===== src/rtl/pts_pkg.sv =====
// Purpose: shared constants and types for the profile trigger supervisor
// Assumes: 250 MHz device clock, APB register access
// Notes:   offsets are byte addresses of 32-bit words
package pts_pkg;

  // ********************************************************************
  // clock and timing
  // ********************************************************************
  localparam int unsigned CLK_MHZ        = 250;
  localparam int unsigned BLINK_HALF_MS  = 100;  // fast yellow blink half period
  localparam int unsigned BLINK_HALF_CYC = BLINK_HALF_MS * 1000 * CLK_MHZ;
  localparam int unsigned INFO_DELAY_CYC = 16;   // gap before detail message
  localparam int unsigned REBOOT_CYC     = 16;   // restart pulse length

  // ********************************************************************
  // register offsets
  // ********************************************************************
  localparam logic [11:0] OFS_CTRL   = 12'h000;
  localparam logic [11:0] OFS_STATUS = 12'h004;
  localparam logic [11:0] OFS_IRQ_ST = 12'h008;
  localparam logic [11:0] OFS_IRQ_MK = 12'h00c;
  localparam logic [11:0] OFS_ENC    = 12'h010;
  localparam logic [11:0] OFS_MISS   = 12'h014;
  localparam logic [11:0] OFS_INFO   = 12'h018;
  localparam logic [11:0] OFS_BUSY   = 12'h01c;

  // ctrl bit positions
  localparam int CTRL_ENC_CLR  = 0;  // write one: clear encoder count
  localparam int CTRL_FW_START = 1;  // write one: start firmware update
  localparam int CTRL_FW_DONE  = 2;  // write one: new image loaded and valid
  localparam int CTRL_FW_BAD   = 3;  // write one: report firmware fault
  localparam int CTRL_SCAN_EN  = 4;  // level: acquisition enabled

  // interrupt status bit positions
  localparam int IRQ_MISS = 0;  // warning: missed trigger
  localparam int IRQ_INFO = 1;  // info: detail message ready
  localparam int IRQ_FLT  = 2;  // fault state entered
  localparam int IRQ_W    = 3;

  // sticky status reset values
  localparam logic [IRQ_W-1:0] IRQ_RST = 3'h0;

  // lamp colour codes
  typedef enum logic [1:0] {LAMP_OFF, LAMP_GREEN, LAMP_YELLOW, LAMP_RED} pts_lamp_t;

  // apb request bundle
  typedef struct packed {
    logic        sel;
    logic        enable;
    logic        write;
    logic [11:0] addr;
    logic [31:0] wdata;
  } pts_apb_req_t;

endpackage


===== src/rtl/pts_supervisor.sv =====
// Purpose: trigger acceptance, encoder count, fault state and lamp control
// Assumes: single 250 MHz clock, async active-low reset, APB slave
// Notes:   trigger and encoder pins pass a two-stage synchroniser
`timescale 1ns/10ps
module pts_supervisor
  import pts_pkg::*;
#(
  parameter int unsigned BLINK_CYC = BLINK_HALF_CYC,
  parameter int unsigned ENC_W     = 32
)(
  // clock and reset
  input  wire logic              CLOCK,
  input  wire logic              RESET_N,
  // apb slave
  input  wire logic              PSEL,
  input  wire logic              PENABLE,
  input  wire logic              PWRITE,
  input  wire logic [11:0]       PADDR,
  input  wire logic [31:0]       PWDATA,
  output logic      [31:0]       PRDATA,
  output logic                   PREADY,
  output logic                   PSLVERR,
  // external pins
  input  wire logic              LINE_TRIG,
  input  wire logic              ENC_IN,
  input  wire logic              OVERHEAT,
  // sensor handshake
  input  wire logic              SENSOR_BUSY,
  output logic                   ACQ_START,
  output logic                   LINE_TAG,
  // status outputs
  output logic      [1:0]        STATUS_LAMP,
  output logic                   RESTART,
  output logic                   IRQ
);

  // ********************************************************************
  // input synchronisers
  // ********************************************************************
  logic [2:0] sy1_q, sy2_q;
  logic       trig_prev_q, enc_prev_q;

  // two flops per pin before any logic reads it
  always_ff @(posedge CLOCK or negedge RESET_N)
    if (!RESET_N)
    begin
      sy1_q <= 3'h0;
      sy2_q <= 3'h0;
      trig_prev_q <= 1'b0;
      enc_prev_q <= 1'b0;
    end
    else
    begin
      sy1_q <= {OVERHEAT, ENC_IN, LINE_TRIG};
      sy2_q <= sy1_q;
      trig_prev_q <= sy2_q[0];
      enc_prev_q <= sy2_q[1];
    end

  logic trig_edge, enc_edge, hot;
  assign trig_edge = sy2_q[0] & ~trig_prev_q;
  assign enc_edge  = sy2_q[1] & ~enc_prev_q;
  assign hot       = sy2_q[2];

  // ********************************************************************
  // apb decode
  // ********************************************************************
  pts_apb_req_t req;
  logic         wr, rd_ok;
  assign req = '{sel: PSEL, enable: PENABLE, write: PWRITE, addr: PADDR, wdata: PWDATA};
  assign wr  = req.sel & req.enable & req.write & PREADY;

  logic ctrl_wr, fw_start, fw_done, fw_bad, enc_clr;
  assign ctrl_wr  = wr && (req.addr == OFS_CTRL);
  assign enc_clr  = ctrl_wr && req.wdata[CTRL_ENC_CLR];
  assign fw_start = ctrl_wr && req.wdata[CTRL_FW_START];
  assign fw_done  = ctrl_wr && req.wdata[CTRL_FW_DONE];
  assign fw_bad   = ctrl_wr && req.wdata[CTRL_FW_BAD];

  // ********************************************************************
  // fault and update state
  // ********************************************************************
  typedef enum logic [1:0] {ST_RUN, ST_FAULT, ST_UPDATE, ST_BOOT} pts_state_t;
  pts_state_t st_q;
  logic       scan_en_q;
  logic [4:0] boot_cnt_q;

  // fault entry, update and self restart
  always_ff @(posedge CLOCK or negedge RESET_N)
    if (!RESET_N)
    begin
      st_q <= ST_RUN;
      boot_cnt_q <= 5'h0;
    end
    else
    begin
      case (st_q)
        ST_RUN:
          if (fw_start)
            st_q <= ST_UPDATE;
          else if (fw_bad || hot)
            st_q <= ST_FAULT;
        ST_FAULT:
          if (fw_start)
            st_q <= ST_UPDATE;  // only an update start leaves fault
        ST_UPDATE:
          if (fw_done)
          begin
            st_q <= ST_BOOT;
            boot_cnt_q <= 5'h0;
          end
        ST_BOOT:
          if (boot_cnt_q == 5'(REBOOT_CYC - 1))
            st_q <= ST_RUN;  // restart after update
          else
            boot_cnt_q <= boot_cnt_q + 5'h1;
        default:
          st_q <= ST_RUN;
      endcase
    end

  logic acq_allowed;
  assign acq_allowed = (st_q == ST_RUN) && scan_en_q;

  // ********************************************************************
  // trigger acceptance
  // ********************************************************************
  logic pend_q, busy, miss_ev;
  logic [15:0] miss_cnt_q;

  // start now if ready, else hold one pending flag
  always_ff @(posedge CLOCK or negedge RESET_N)
    if (!RESET_N)
    begin
      pend_q <= 1'b0;
      ACQ_START <= 1'b0;
      LINE_TAG <= 1'b0;
    end
    else
    begin
      ACQ_START <= 1'b0;
      if (!acq_allowed)
        pend_q <= 1'b0;  // no acquisition in fault
      else if (!SENSOR_BUSY && !ACQ_START && (pend_q || trig_edge))
      begin
        ACQ_START <= 1'b1;  // immediate or pending start when ready
        pend_q <= 1'b0;
        LINE_TAG <= ~LINE_TAG;  // one image per frame line
      end
      else if (trig_edge)
        pend_q <= 1'b1;
    end

  // a trigger while busy or with one already pending is a miss; extra ones are dropped
  assign busy    = SENSOR_BUSY | ACQ_START | pend_q;
  assign miss_ev = acq_allowed && trig_edge && busy;

  // ********************************************************************
  // warning and detail info
  // ********************************************************************
  logic [4:0]  info_cnt_q;
  logic        info_arm_q, info_ev;
  logic [15:0] info_q;

  // schedule the detail message after the warning
  always_ff @(posedge CLOCK or negedge RESET_N)
    if (!RESET_N)
    begin
      miss_cnt_q <= 16'h0;
      info_arm_q <= 1'b0;
      info_cnt_q <= 5'h0;
      info_q <= 16'h0;
    end
    else
    begin
      if (miss_ev)
      begin
        miss_cnt_q <= miss_cnt_q + 16'h1;
        info_arm_q <= 1'b1;
        info_cnt_q <= 5'h0;
      end
      else if (info_arm_q)
      begin
        if (info_cnt_q == 5'(INFO_DELAY_CYC - 1))
        begin
          info_arm_q <= 1'b0;
          info_q <= miss_cnt_q;  // detail: total misses
        end
        else
          info_cnt_q <= info_cnt_q + 5'h1;
      end
    end
  assign info_ev = info_arm_q && !miss_ev && (info_cnt_q == 5'(INFO_DELAY_CYC - 1));

  // ********************************************************************
  // encoder counter
  // ********************************************************************
  logic [ENC_W-1:0] enc_q;

  always_ff @(posedge CLOCK or negedge RESET_N)
    if (!RESET_N)
      enc_q <= '0;
    else if (enc_clr)
      enc_q <= '0;
    else if (enc_edge)
      enc_q <= enc_q + 1'b1;

  // ********************************************************************
  // interrupts
  // ********************************************************************
  logic [IRQ_W-1:0] irq_st_q, irq_mk_q, irq_set, irq_clr;
  // fault flag only when the state really moves to fault, not to update
  assign irq_set = {(st_q == ST_RUN) && !fw_start && (fw_bad || hot), info_ev, miss_ev};
  assign irq_clr = (wr && req.addr == OFS_IRQ_ST) ? req.wdata[IRQ_W-1:0] : '0;

  // sticky bits, set wins over clear
  always_ff @(posedge CLOCK or negedge RESET_N)
    if (!RESET_N)
    begin
      irq_st_q <= IRQ_RST;
      irq_mk_q <= IRQ_RST;
      scan_en_q <= 1'b0;
      IRQ <= 1'b0;
    end
    else
    begin
      irq_st_q <= (irq_st_q & ~irq_clr) | irq_set;
      if (wr && req.addr == OFS_IRQ_MK)
        irq_mk_q <= req.wdata[IRQ_W-1:0];
      if (ctrl_wr)
        scan_en_q <= req.wdata[CTRL_SCAN_EN];
      IRQ <= |(irq_st_q & irq_mk_q);
    end

  // ********************************************************************
  // status lamp and restart
  // ********************************************************************
  logic [31:0] blink_q;
  logic        blink_ph_q;

  // fast blink divider and lamp colour
  always_ff @(posedge CLOCK or negedge RESET_N)
    if (!RESET_N)
    begin
      blink_q <= 32'h0;
      blink_ph_q <= 1'b0;
      STATUS_LAMP <= LAMP_OFF;
      RESTART <= 1'b0;
    end
    else
    begin
      if (blink_q >= 32'(BLINK_CYC - 1))
      begin
        blink_q <= 32'h0;
        blink_ph_q <= ~blink_ph_q;
      end
      else
        blink_q <= blink_q + 32'h1;
      RESTART <= (st_q == ST_BOOT);
      case (st_q)
        ST_FAULT:  STATUS_LAMP <= LAMP_RED;
        ST_UPDATE: STATUS_LAMP <= blink_ph_q ? LAMP_YELLOW : LAMP_OFF;
        ST_BOOT:   STATUS_LAMP <= LAMP_OFF;
        default:   STATUS_LAMP <= LAMP_GREEN;
      endcase
    end

  // ********************************************************************
  // apb read and answer
  // ********************************************************************
  logic [31:0] rdata;
  logic        hit;

  always_comb
  begin
    rdata = 32'h0;
    hit = 1'b1;
    case (req.addr)
      OFS_CTRL:   rdata = {27'h0, scan_en_q, 4'h0};
      OFS_STATUS: rdata = {28'h0, pend_q, SENSOR_BUSY, st_q};
      OFS_IRQ_ST: rdata = {29'h0, irq_st_q};
      OFS_IRQ_MK: rdata = {29'h0, irq_mk_q};
      OFS_ENC:    rdata = 32'(enc_q);
      OFS_MISS:   rdata = {16'h0, miss_cnt_q};
      OFS_INFO:   rdata = {16'h0, info_q};
      OFS_BUSY:   rdata = 32'h0;
      default:    hit = 1'b0;
    endcase
  end
  assign rd_ok = hit;

  // no wait state: ready in the first access cycle, one cycle high
  always_ff @(posedge CLOCK or negedge RESET_N)
    if (!RESET_N)
    begin
      PREADY <= 1'b0;
      PRDATA <= 32'h0;
      PSLVERR <= 1'b0;
    end
    else
    begin
      PREADY <= req.sel && !PREADY;
      PRDATA <= rd_ok ? rdata : 32'h0;
      PSLVERR <= req.sel && !PREADY && !rd_ok;
    end

endmodule


===== config.mk =====
export PLATFORM = sky130hd
export DESIGN_NAME = pts_supervisor
export DESIGN_NICKNAME = d
export VERILOG_FILES = /design/src/rtl/pts_pkg.sv /design/src/rtl/pts_supervisor.sv
export SDC_FILE = /design/constraint.sdc
export NUM_CORES = 1
export LEC_CHECK = 0
export BUFFER_PORTS_ARGS = -buffer_cell sky130_fd_sc_hd__clkbuf_2
export CELL_PAD_IN_SITES_DETAIL_PLACEMENT = 2
export CELL_PAD_IN_SITES_GLOBAL_PLACEMENT = 2
export CORE_ASPECT_RATIO = 0.5
export CORE_MARGIN = 2
export CORE_UTILIZATION = 39
export CTS_BUF_LIST = sky130_fd_sc_hd__clkbuf_4 sky130_fd_sc_hd__clkbuf_8
export CTS_CLUSTER_DIAMETER = 40
export CTS_CLUSTER_SIZE = 28
export DETAILED_ROUTE_END_ITERATION = 10
export GPL_ROUTABILITY_DRIVEN = 1
export PLACE_DENSITY_LB_ADDON = 0.05
export SKIP_CTS_REPAIR_TIMING = 1
export SYNTH_ARGS = -nofsm -noshare
export SYNTH_HDL_FRONTEND = slang
export SYNTH_SLANG_ARGS = --single-unit

===== constraint.sdc =====
create_clock -name CLOCK -period 3.1 [get_ports CLOCK]
set_input_delay 0.62 -clock CLOCK [delete_from_list [all_inputs] [get_ports CLOCK]]
set_output_delay 0.62 -clock CLOCK [all_outputs]
set_load 0.05 [all_outputs]

* Yosys cells after proc, flatten, opt, wreduce, memory -nomap -nowiden
Cells that the tools add are included.
** Operators by class
- Add/sub/neg operators :: 5
- Order comparisons :: 1
- Eq/ne operators :: 19
- Mux-type cells :: 29
- Bitwise gates (word level) :: 16
- Reduce and logical (&&, ||, !) cells :: 38
** Operators by type and width (count)
- $pmux W32 S7 :: 1
- $mux W32 :: 4
- $add A32 B1 Y32 const B :: 2
- $eq A12 B5 Y1 const B :: 4
- $ge A32 B25 Y1 const B :: 1
- $mux W5 :: 5
- $eq A12 B4 Y1 const B :: 2
- $logic_and A1 B1 Y1 :: 18
- $add A16 B1 Y16 const B :: 1
- $eq A12 B3 Y1 const B :: 1
- $logic_not A12 Y1 :: 1
- $mux W2 :: 6
- $add A5 B1 Y5 const B :: 2
- $eq A5 B4 Y1 const B :: 2
- $ne A2 B2 Y1 const B :: 5
- $pmux W5 S2 :: 1
- $mux W1 :: 9
- $pmux W2 S4 :: 1
- $reduce_or A8 Y1 :: 1
- $and A3 B3 Y3 :: 2
- $logic_not A1 Y1 :: 6
- $pmux W2 S3 :: 1
- $reduce_and A3 Y1 :: 2
- $reduce_bool A2 Y1 :: 3
- other kinds (15) :: 27
** Storage, ports and cells
- Flip-flop bits (word level) :: 166
- Bits of input ports :: 53
- Output and inout bits :: 40
- Word-level logic and storage cells :: 133

* Logic depth before layout (Yosys ltp)
Gate-level depths: netlist of run 1.
- Depth in word-level cells :: 9
- Gate-level depth with buffers :: 8
- Gate-level depth less buffers :: 8

* Least setup slack after synthesis of run 1
No wires, ideal clock.
- Kind :: register to register
- Start :: register st_q[1]
- End :: register miss_cnt_q[12]
- Library setup time :: 0.123 ns
- Arrival time :: 2.038 ns
- Data required time :: 2.977 ns
- Setup slack :: 0.939 ns
- Stages on the path, launching flop included :: 8
- Path buffers :: 1
- Clock period less this slack :: 2.161 ns
- Cells stage by stage :: dfrtp_1 -> inv_1 -> ha_1 -> nand4b_2 -> or4_1 -> buf_2 -> or3_4 -> xnor2_2
** On the way
- Cells in the longest elaborated chain, start to end :: 4
** Ends and longest elaborated chain
- start, declared :: line pts_supervisor.sv:84 : pts_state_t st_q;
- start signal, assigned :: line pts_supervisor.sv:92 : st_q <= ST_RUN;
- start signal, assigned :: line pts_supervisor.sv:100 : st_q <= ST_UPDATE;
- start signal, assigned :: line pts_supervisor.sv:102 : st_q <= ST_FAULT;
- $logic_not A2 Y1 :: line pts_supervisor.sv:123 : assign acq_allowed = (st_q == ST_RUN) && scan_en_q;
- $logic_and A1 B1 Y1 :: line pts_supervisor.sv:123
- $logic_and A1 B1 Y1 (2 in series) :: line pts_supervisor.sv:156 : assign miss_ev = acq_allowed && trig_edge && busy;
- end signal, assigned :: line pts_supervisor.sv:178 : miss_cnt_q <= miss_cnt_q + 16'h1;
- end, declared :: line pts_supervisor.sv:129 : logic [15:0] miss_cnt_q;
Every way passes these cells.
A chain may end at the register's enable or synchronous reset.

* Worst setup path in the final report of run 1
Same ends and word-level chain as after synthesis.

==> metrics.txt, run 1 <==
Synth top cells by count 166 x dfrtp_1, 86 x nor2_1, 41 x nand2_1; share of the synthesized area in the top cell type 0.560; CTS tree yes; die height slightly above 100 µm; simple-gate area share of the yosys netlist 0.196; setup violators final 0; max_cap viols 0; min-delay worst type primary input to asynchronous set/reset pin; initial antenna violation count 0; Compound-Gate Fraction of Synth Area 0.0663; # clock sinks 166; DP HPWL ~14000 µm; post-synthesis sequential area ratio 0.560; synthesized-area fraction occupied by adder cells 0.0202; clock tree buffer depth 2; highest ir drop seen on vdd roughly 0.28 mV; Tightest Pin Transition approximately 0.78 ns; vias per inst between 5 and 6; CTS Buf Count 17; pin count of the biggest net entering global routing 74; post-synth top area cell dfrtp_1; number of fill cells ~2000; core area approximately 0.019 mm²; Final Skew between 0.015 and 0.02 ns; first-pass GRT wire length 32600 µm; max_slew headroom 0.479; Synth cell types 55; Synth Area in XOR/XNOR 0.0789; Remaining Overflow, GRT 0; status completed; PortBufs 65; Hold Slack between 0.07 and 0.08 ns; proportion of layout cells with a drive suffix above 1 0.187; Pre-antenna DRT Iters 5; Setup crit start kind flop; maximum clock frequency ~390 MHz; Int Power roughly 3.7 mW; # nets final 822; mean routed wirelength per cell 18.9 µm; vias in the first global route roughly 6000; Final period util 0.819; final hold violations 0; Final WS setup ~0.56 ns; drc violations 0; Post-synth EDFFs 0; htree depth 4; RSZ-0062 raised after global routing false; Final ANT Viol Nets 0; Synth Flop Type dfrtp_1; area of the multi-input gates 0.00304 mm²; Die W between 150 and 200 µm; CTS root buffer clkbuf_8; FF+latch area around 0.0042 mm²; Post-synth ARST share 1.00; Die ar. about 0.020 mm²; synthesized flop and latch total around 170; drt total wl 19500 µm; Clock Latency Late Sink between 0.4 and 0.5 ns; ANT cells 0; WP data required 3.46 ns; max-slew violations 0; Pwr Total approximately 5.3 mW; clk slew on worst S/H paths approximately 0.1 ns; Reg power frac 0.499; P_leak about 4 nW; starting density of the core 0.401; io pins 93; Routability Congestion 0.775; cell area after synthesis 0.00742 mm²; sw power about 1.6 mW; worst setup path category flop to flop; mux cell area share after synthesis 0.0454; number of core rows 35; worst slack, placed approximately 0.44 ns; synth top area cells dfrtp_1 56%, nor2_1 4.4%, xor2_1 4.0%; power per cell area around 620 mW/mm²; gr usage total 0.211; crit-path max FO 6; syn avg cell area 10.9 µm²; Vias 5498; initial DRC count about 290; CP endpoint kind flop; most frequent cell after synthesis dfrtp_1; setup TNS 0 ns; Logic pwr share 0.165; largest family of logic cells by synthesized area simple AND/OR/NAND/NOR gates; post-layout min period around 2.5 ns; area grow syn2layout 15.2%; synth warn 0; Switching Fraction 0.307; Cells after Synth between 600 and 700; crit path DAT about 2.9 ns; Clock Power Share 0.337
-- cell type report --
class                           instances  area share
Clock buffer                           18      0.0290
Clock inverter                         14      0.0228
Inverter                               31      0.0136
Multi-Input combinational cell        463       0.356
Sequential cell                       166       0.486
Tap cell                              259      0.0379
Timing Repair Buffer                   78      0.0546
-- stage by stage --
step / instance area (µm²) / cells / utilization
final: 8550 / 1029 / 0.461
after global routing: 8550 / 1029 / 0.461
after CTS: 8550 / 1029 / 0.461
after detailed placement: 8100 / 997 / 0.437
after global placement: 8100 / 997 / 0.437
after floorplan: 7440 / 689 / -
-- cells in the final DEF, fill, tap and decap left out, drive strengths merged, types with 8 or more instances in the layout --
cell and n:
nor2 86, a21oi 16, nand3 29, nor3 15
or3 8, clkbuf 82, dfrtp 166, buf 14
o21ai 10, a222oi 13, mux2i 10, xor2 34
and3 32, nor4 10, and4 9, ha 12
nand2 41, inv 35, xnor2 32, nand4 28
mux2 21
-- cells by family (layout without fill, tap and decap cells) --
logic type      after synthesis  after routing
other cells                   1              7
mux                          31             31
xor+xnor                     66             66
compound gates               66             66
flops                       166            166
fa+ha+maj                    12             12
buf+inv                      60            141
simple gates                281            281
-- worst max-delay path, cell delays in order (launching register included) --
cell and delay, ns:
dfrtp_1 0.47, inv_1 0.16, ha_1 0.27, nand4b_2 0.20, or4_1 0.73, or3_4 0.46
xnor2_2 0.13
-- routing by layer --
layer | GRT usage | vias up | wire length [µm]
li1 | - | 2531 | -
met3 | 0.0440 | 12 | 583
met1 | 0.295 | 2885 | 9530
met5 | 0 | - | 0
met4 | 0.0442 | 0 | 134
met2 | 0.342 | 70 | 9210
-- flip-flops by register name, summed over array words and instances, names as in the netlist, 3 cells and up --
register    cells
boot_cnt_q      5
irq_st_q        3
miss_cnt_q     16
blink_q        32
PRDATA         32
sy2_q           3
info_cnt_q      5
sy1_q           3
irq_mk_q        3
info_q         16
enc_q          32
-- path summary, 6_finish.rpt --
check                           startpoint  slack, ns             end  depth (start not counted)
worst min-delay path               RESET_N       0.08      PRDATA[23]                          1
max in group asynchronous          RESET_N       2.25   miss_cnt_q[1]                          2
worst min register to register    sy1_q[0]       0.36        sy2_q[0]                          0
worst max-delay path               st_q[1]       0.56  miss_cnt_q[12]                          6
min in group CLOCK                OVERHEAT       0.25        sy1_q[2]                          1
worst max register to register     st_q[1]       0.56  miss_cnt_q[12]                          6
-- power by group through the flow --
stage               Clock [mW]  Sequential, mW  Combinational [mW]
global route              1.92            2.68               0.992
global placement             0            2.67               0.839
CTS                       1.84            2.64               0.893
finish                    1.78            2.63               0.871
detailed placement           0            2.68               0.886
floorplan                    0            2.66               0.580
No activity file was read; power rests on OpenSTA's default activity.
==> run 2: changes to the inputs <==
- clock period: 3.1 -> 2.35 ns (I/O delays scaled with it)
==> run 2 against run 1 <==
  * Sequential power grew 32%
  * First-iteration DRC count shrank 27%
  * Critical endpoint unchanged
  * Combinational power grew 47%
  * Largest power group unchanged
  * Via count up 0.62%
  * Flip-flop and latch count unchanged
  * Die area unchanged
  * Routed wire length is 3.2% higher
  * Sequential share of layout area down 0.88 points
  * Total power increased by 30%
==> metrics.txt, run 2 (synthesis results as in run 1) <==
status completed; starting density of the core 0.401 (unchanged); maximum clock frequency 466 MHz (+18%); M1 GR Usage 0.297 (+0.00273); Cell Count, Final, Fillers Out 1051 (+2.1%); area grow syn2layout 17.3%; Final Skew 0.0148 ns (-0.00502 ns); crit-path max FO 5 (-1); met2 Use GR 0.366 (+0.0236); pin count of the biggest net entering global routing 57 (-23%); Final ANT Viol Nets 0 (unchanged); Clock Latency Late Sink 0.46 ns (about the same); Setup crit start kind flop; max_cap viols 0 (unchanged); global route hottest layer met2; mean routed wirelength per cell 19.1 µm (+1.1%); ANT cells 0 (unchanged); initial DRC count 208 (-27%); crit path DAT 2.50 ns (-0.40 ns); vias per inst 5.26 (-1.5%); number of core rows 35 (unchanged); clk slew on worst S/H paths 0.10 ns (about the same); max_slew headroom 0.589 (+0.111); die height 102 µm (unchanged); setup violators final 0 (unchanged); HP Start ENC_IN; Crit. Startpoint st_q[1]; most common cell after layout, fill and taps aside dfrtp_1; htree depth 4 (unchanged); final hold violations 0 (unchanged); dpl cells 1019 (+2.2%); WP data required 2.70 ns (-0.76 ns); highest ir drop seen on vdd 0.403 mV (+42%); clock tree buffer depth 2 (unchanged); min-delay worst type primary input to flop; setup TNS 0 ns (unchanged); P_leak 4.10 nW (+1.9%); Final WS setup 0.202 ns (-0.361 ns); FF-to-FF Start st_q[1]; Vias 5532 (+0.62%); gr usage total 0.217 (+0.00650); Final period util 0.914 (+0.0955); Die ar. 0.0202 mm² (unchanged); DP HPWL 14300 µm (+2.3%); initial antenna violation count 0 (unchanged); io pins 93 (unchanged); # clock sinks 166 (unchanged); core area 0.0185 mm² (unchanged); max-slew violations 0 (unchanged); Global Route met3 Usage 0.0336 (-0.0103); drc violations 0 (unchanged); worst slack, placed 0.0265 ns (-0.414 ns); RSZ-0062 raised after global routing false; first-pass GRT wire length 33300 µm (+1.9%); Largest regs PRDATA: 32 flops, blink_q: 32 flops, enc_q: 32 flops; PortBufs 65 (unchanged); CP endpoint kind flop; most frequent cells in the layout 166 x dfrtp_1, 86 x nor2_1, 64 x clkbuf_2; post-layout min period 2.15 ns (-0.389 ns); drt total wl 20100 µm (+3.2%); # nets final 845 (+2.8%); vias in the first global route 6192 (+2.8%); Die W 199 µm (unchanged); Tightest Pin Transition 0.611 ns (-0.168 ns); CTS tree yes; power per cell area 789 mW/mm² (+28%); Pre-antenna DRT Iters 5 (unchanged); proportion of layout cells with a drive suffix above 1 0.211 (+0.0238); worst setup path category flop to flop; CTS Buf Count 17 (unchanged); Remaining Overflow, GRT 0 (unchanged); CTS root buffer clkbuf_8; Routability Congestion 0.776 (+0.15%)
[run 2: cell types whose count changed in the layout (fill, tap and decap cells not counted), moves of 2 or more]
cell        change
bufinv_16       -2
buf_12          +2
buf_4          +20
clkinvlp_4      +3
inv_6           -4
[run 2: worst paths after layout]
kind	to	cells past startpoint	slack (ns)
setup / recovery	miss_cnt_q[12]	6	0.20
hold / removal	sy1_q[1]	1	0.11
setup reg to reg	miss_cnt_q[12]	6	0.20
hold reg to reg	sy2_q[0]	0	0.35
max in group asynchronous	blink_q[15]	3	1.15
min in group asynchronous	PRDATA[22]	2	0.46
[run 2: final cells by class]
class	instances	area (µm²)
clock buffers	20	269
repair buffers	101	667
flip-flops and latches	166	4150
clock inverters	11	126
inverters	31	116
fillers	1950	9820
well taps	259	324
multi-input cells	463	3050
[run 2: power by group]
part | leakage (nW) | switching (mW) | internal, mW
registers | 2.15 | 0.328 | 3.15
logic | 1.76 | 0.736 | 0.540
clock network | 0.191 | 1.10 | 1.01
total | 4.10 | 2.17 | 4.70
[run 2: metrics by stage]
step                       util  total power, mW  hold slack [ns]  cell area, µm²
after floorplan               -             4.28            0.174            7440
after CTS                 0.469             6.97           -0.123            8690
final                     0.470             6.87            0.108            8700
after global routing      0.470             7.23           0.0746            8700
after detailed placement  0.448             4.82            0.337            8290
after global placement    0.448             4.72            0.334            8290
[run 2: layer usage]
metal | routed length, µm | part of all wire
met3 | 372 | 0.019
met5 | 0 | 0
met4 | 157 | 0.0078
met2 | 9620 | 0.48
met1 | 9930 | 0.49
[run 2: worst max-delay path: stages, from the launching register on]
cell and delay, ns:
dfrtp_1 0.39, inv_1 0.13, ha_1 0.21, nand4b_2 0.14, or4_4 0.61, or3_4 0.42, xnor2_2 0.13
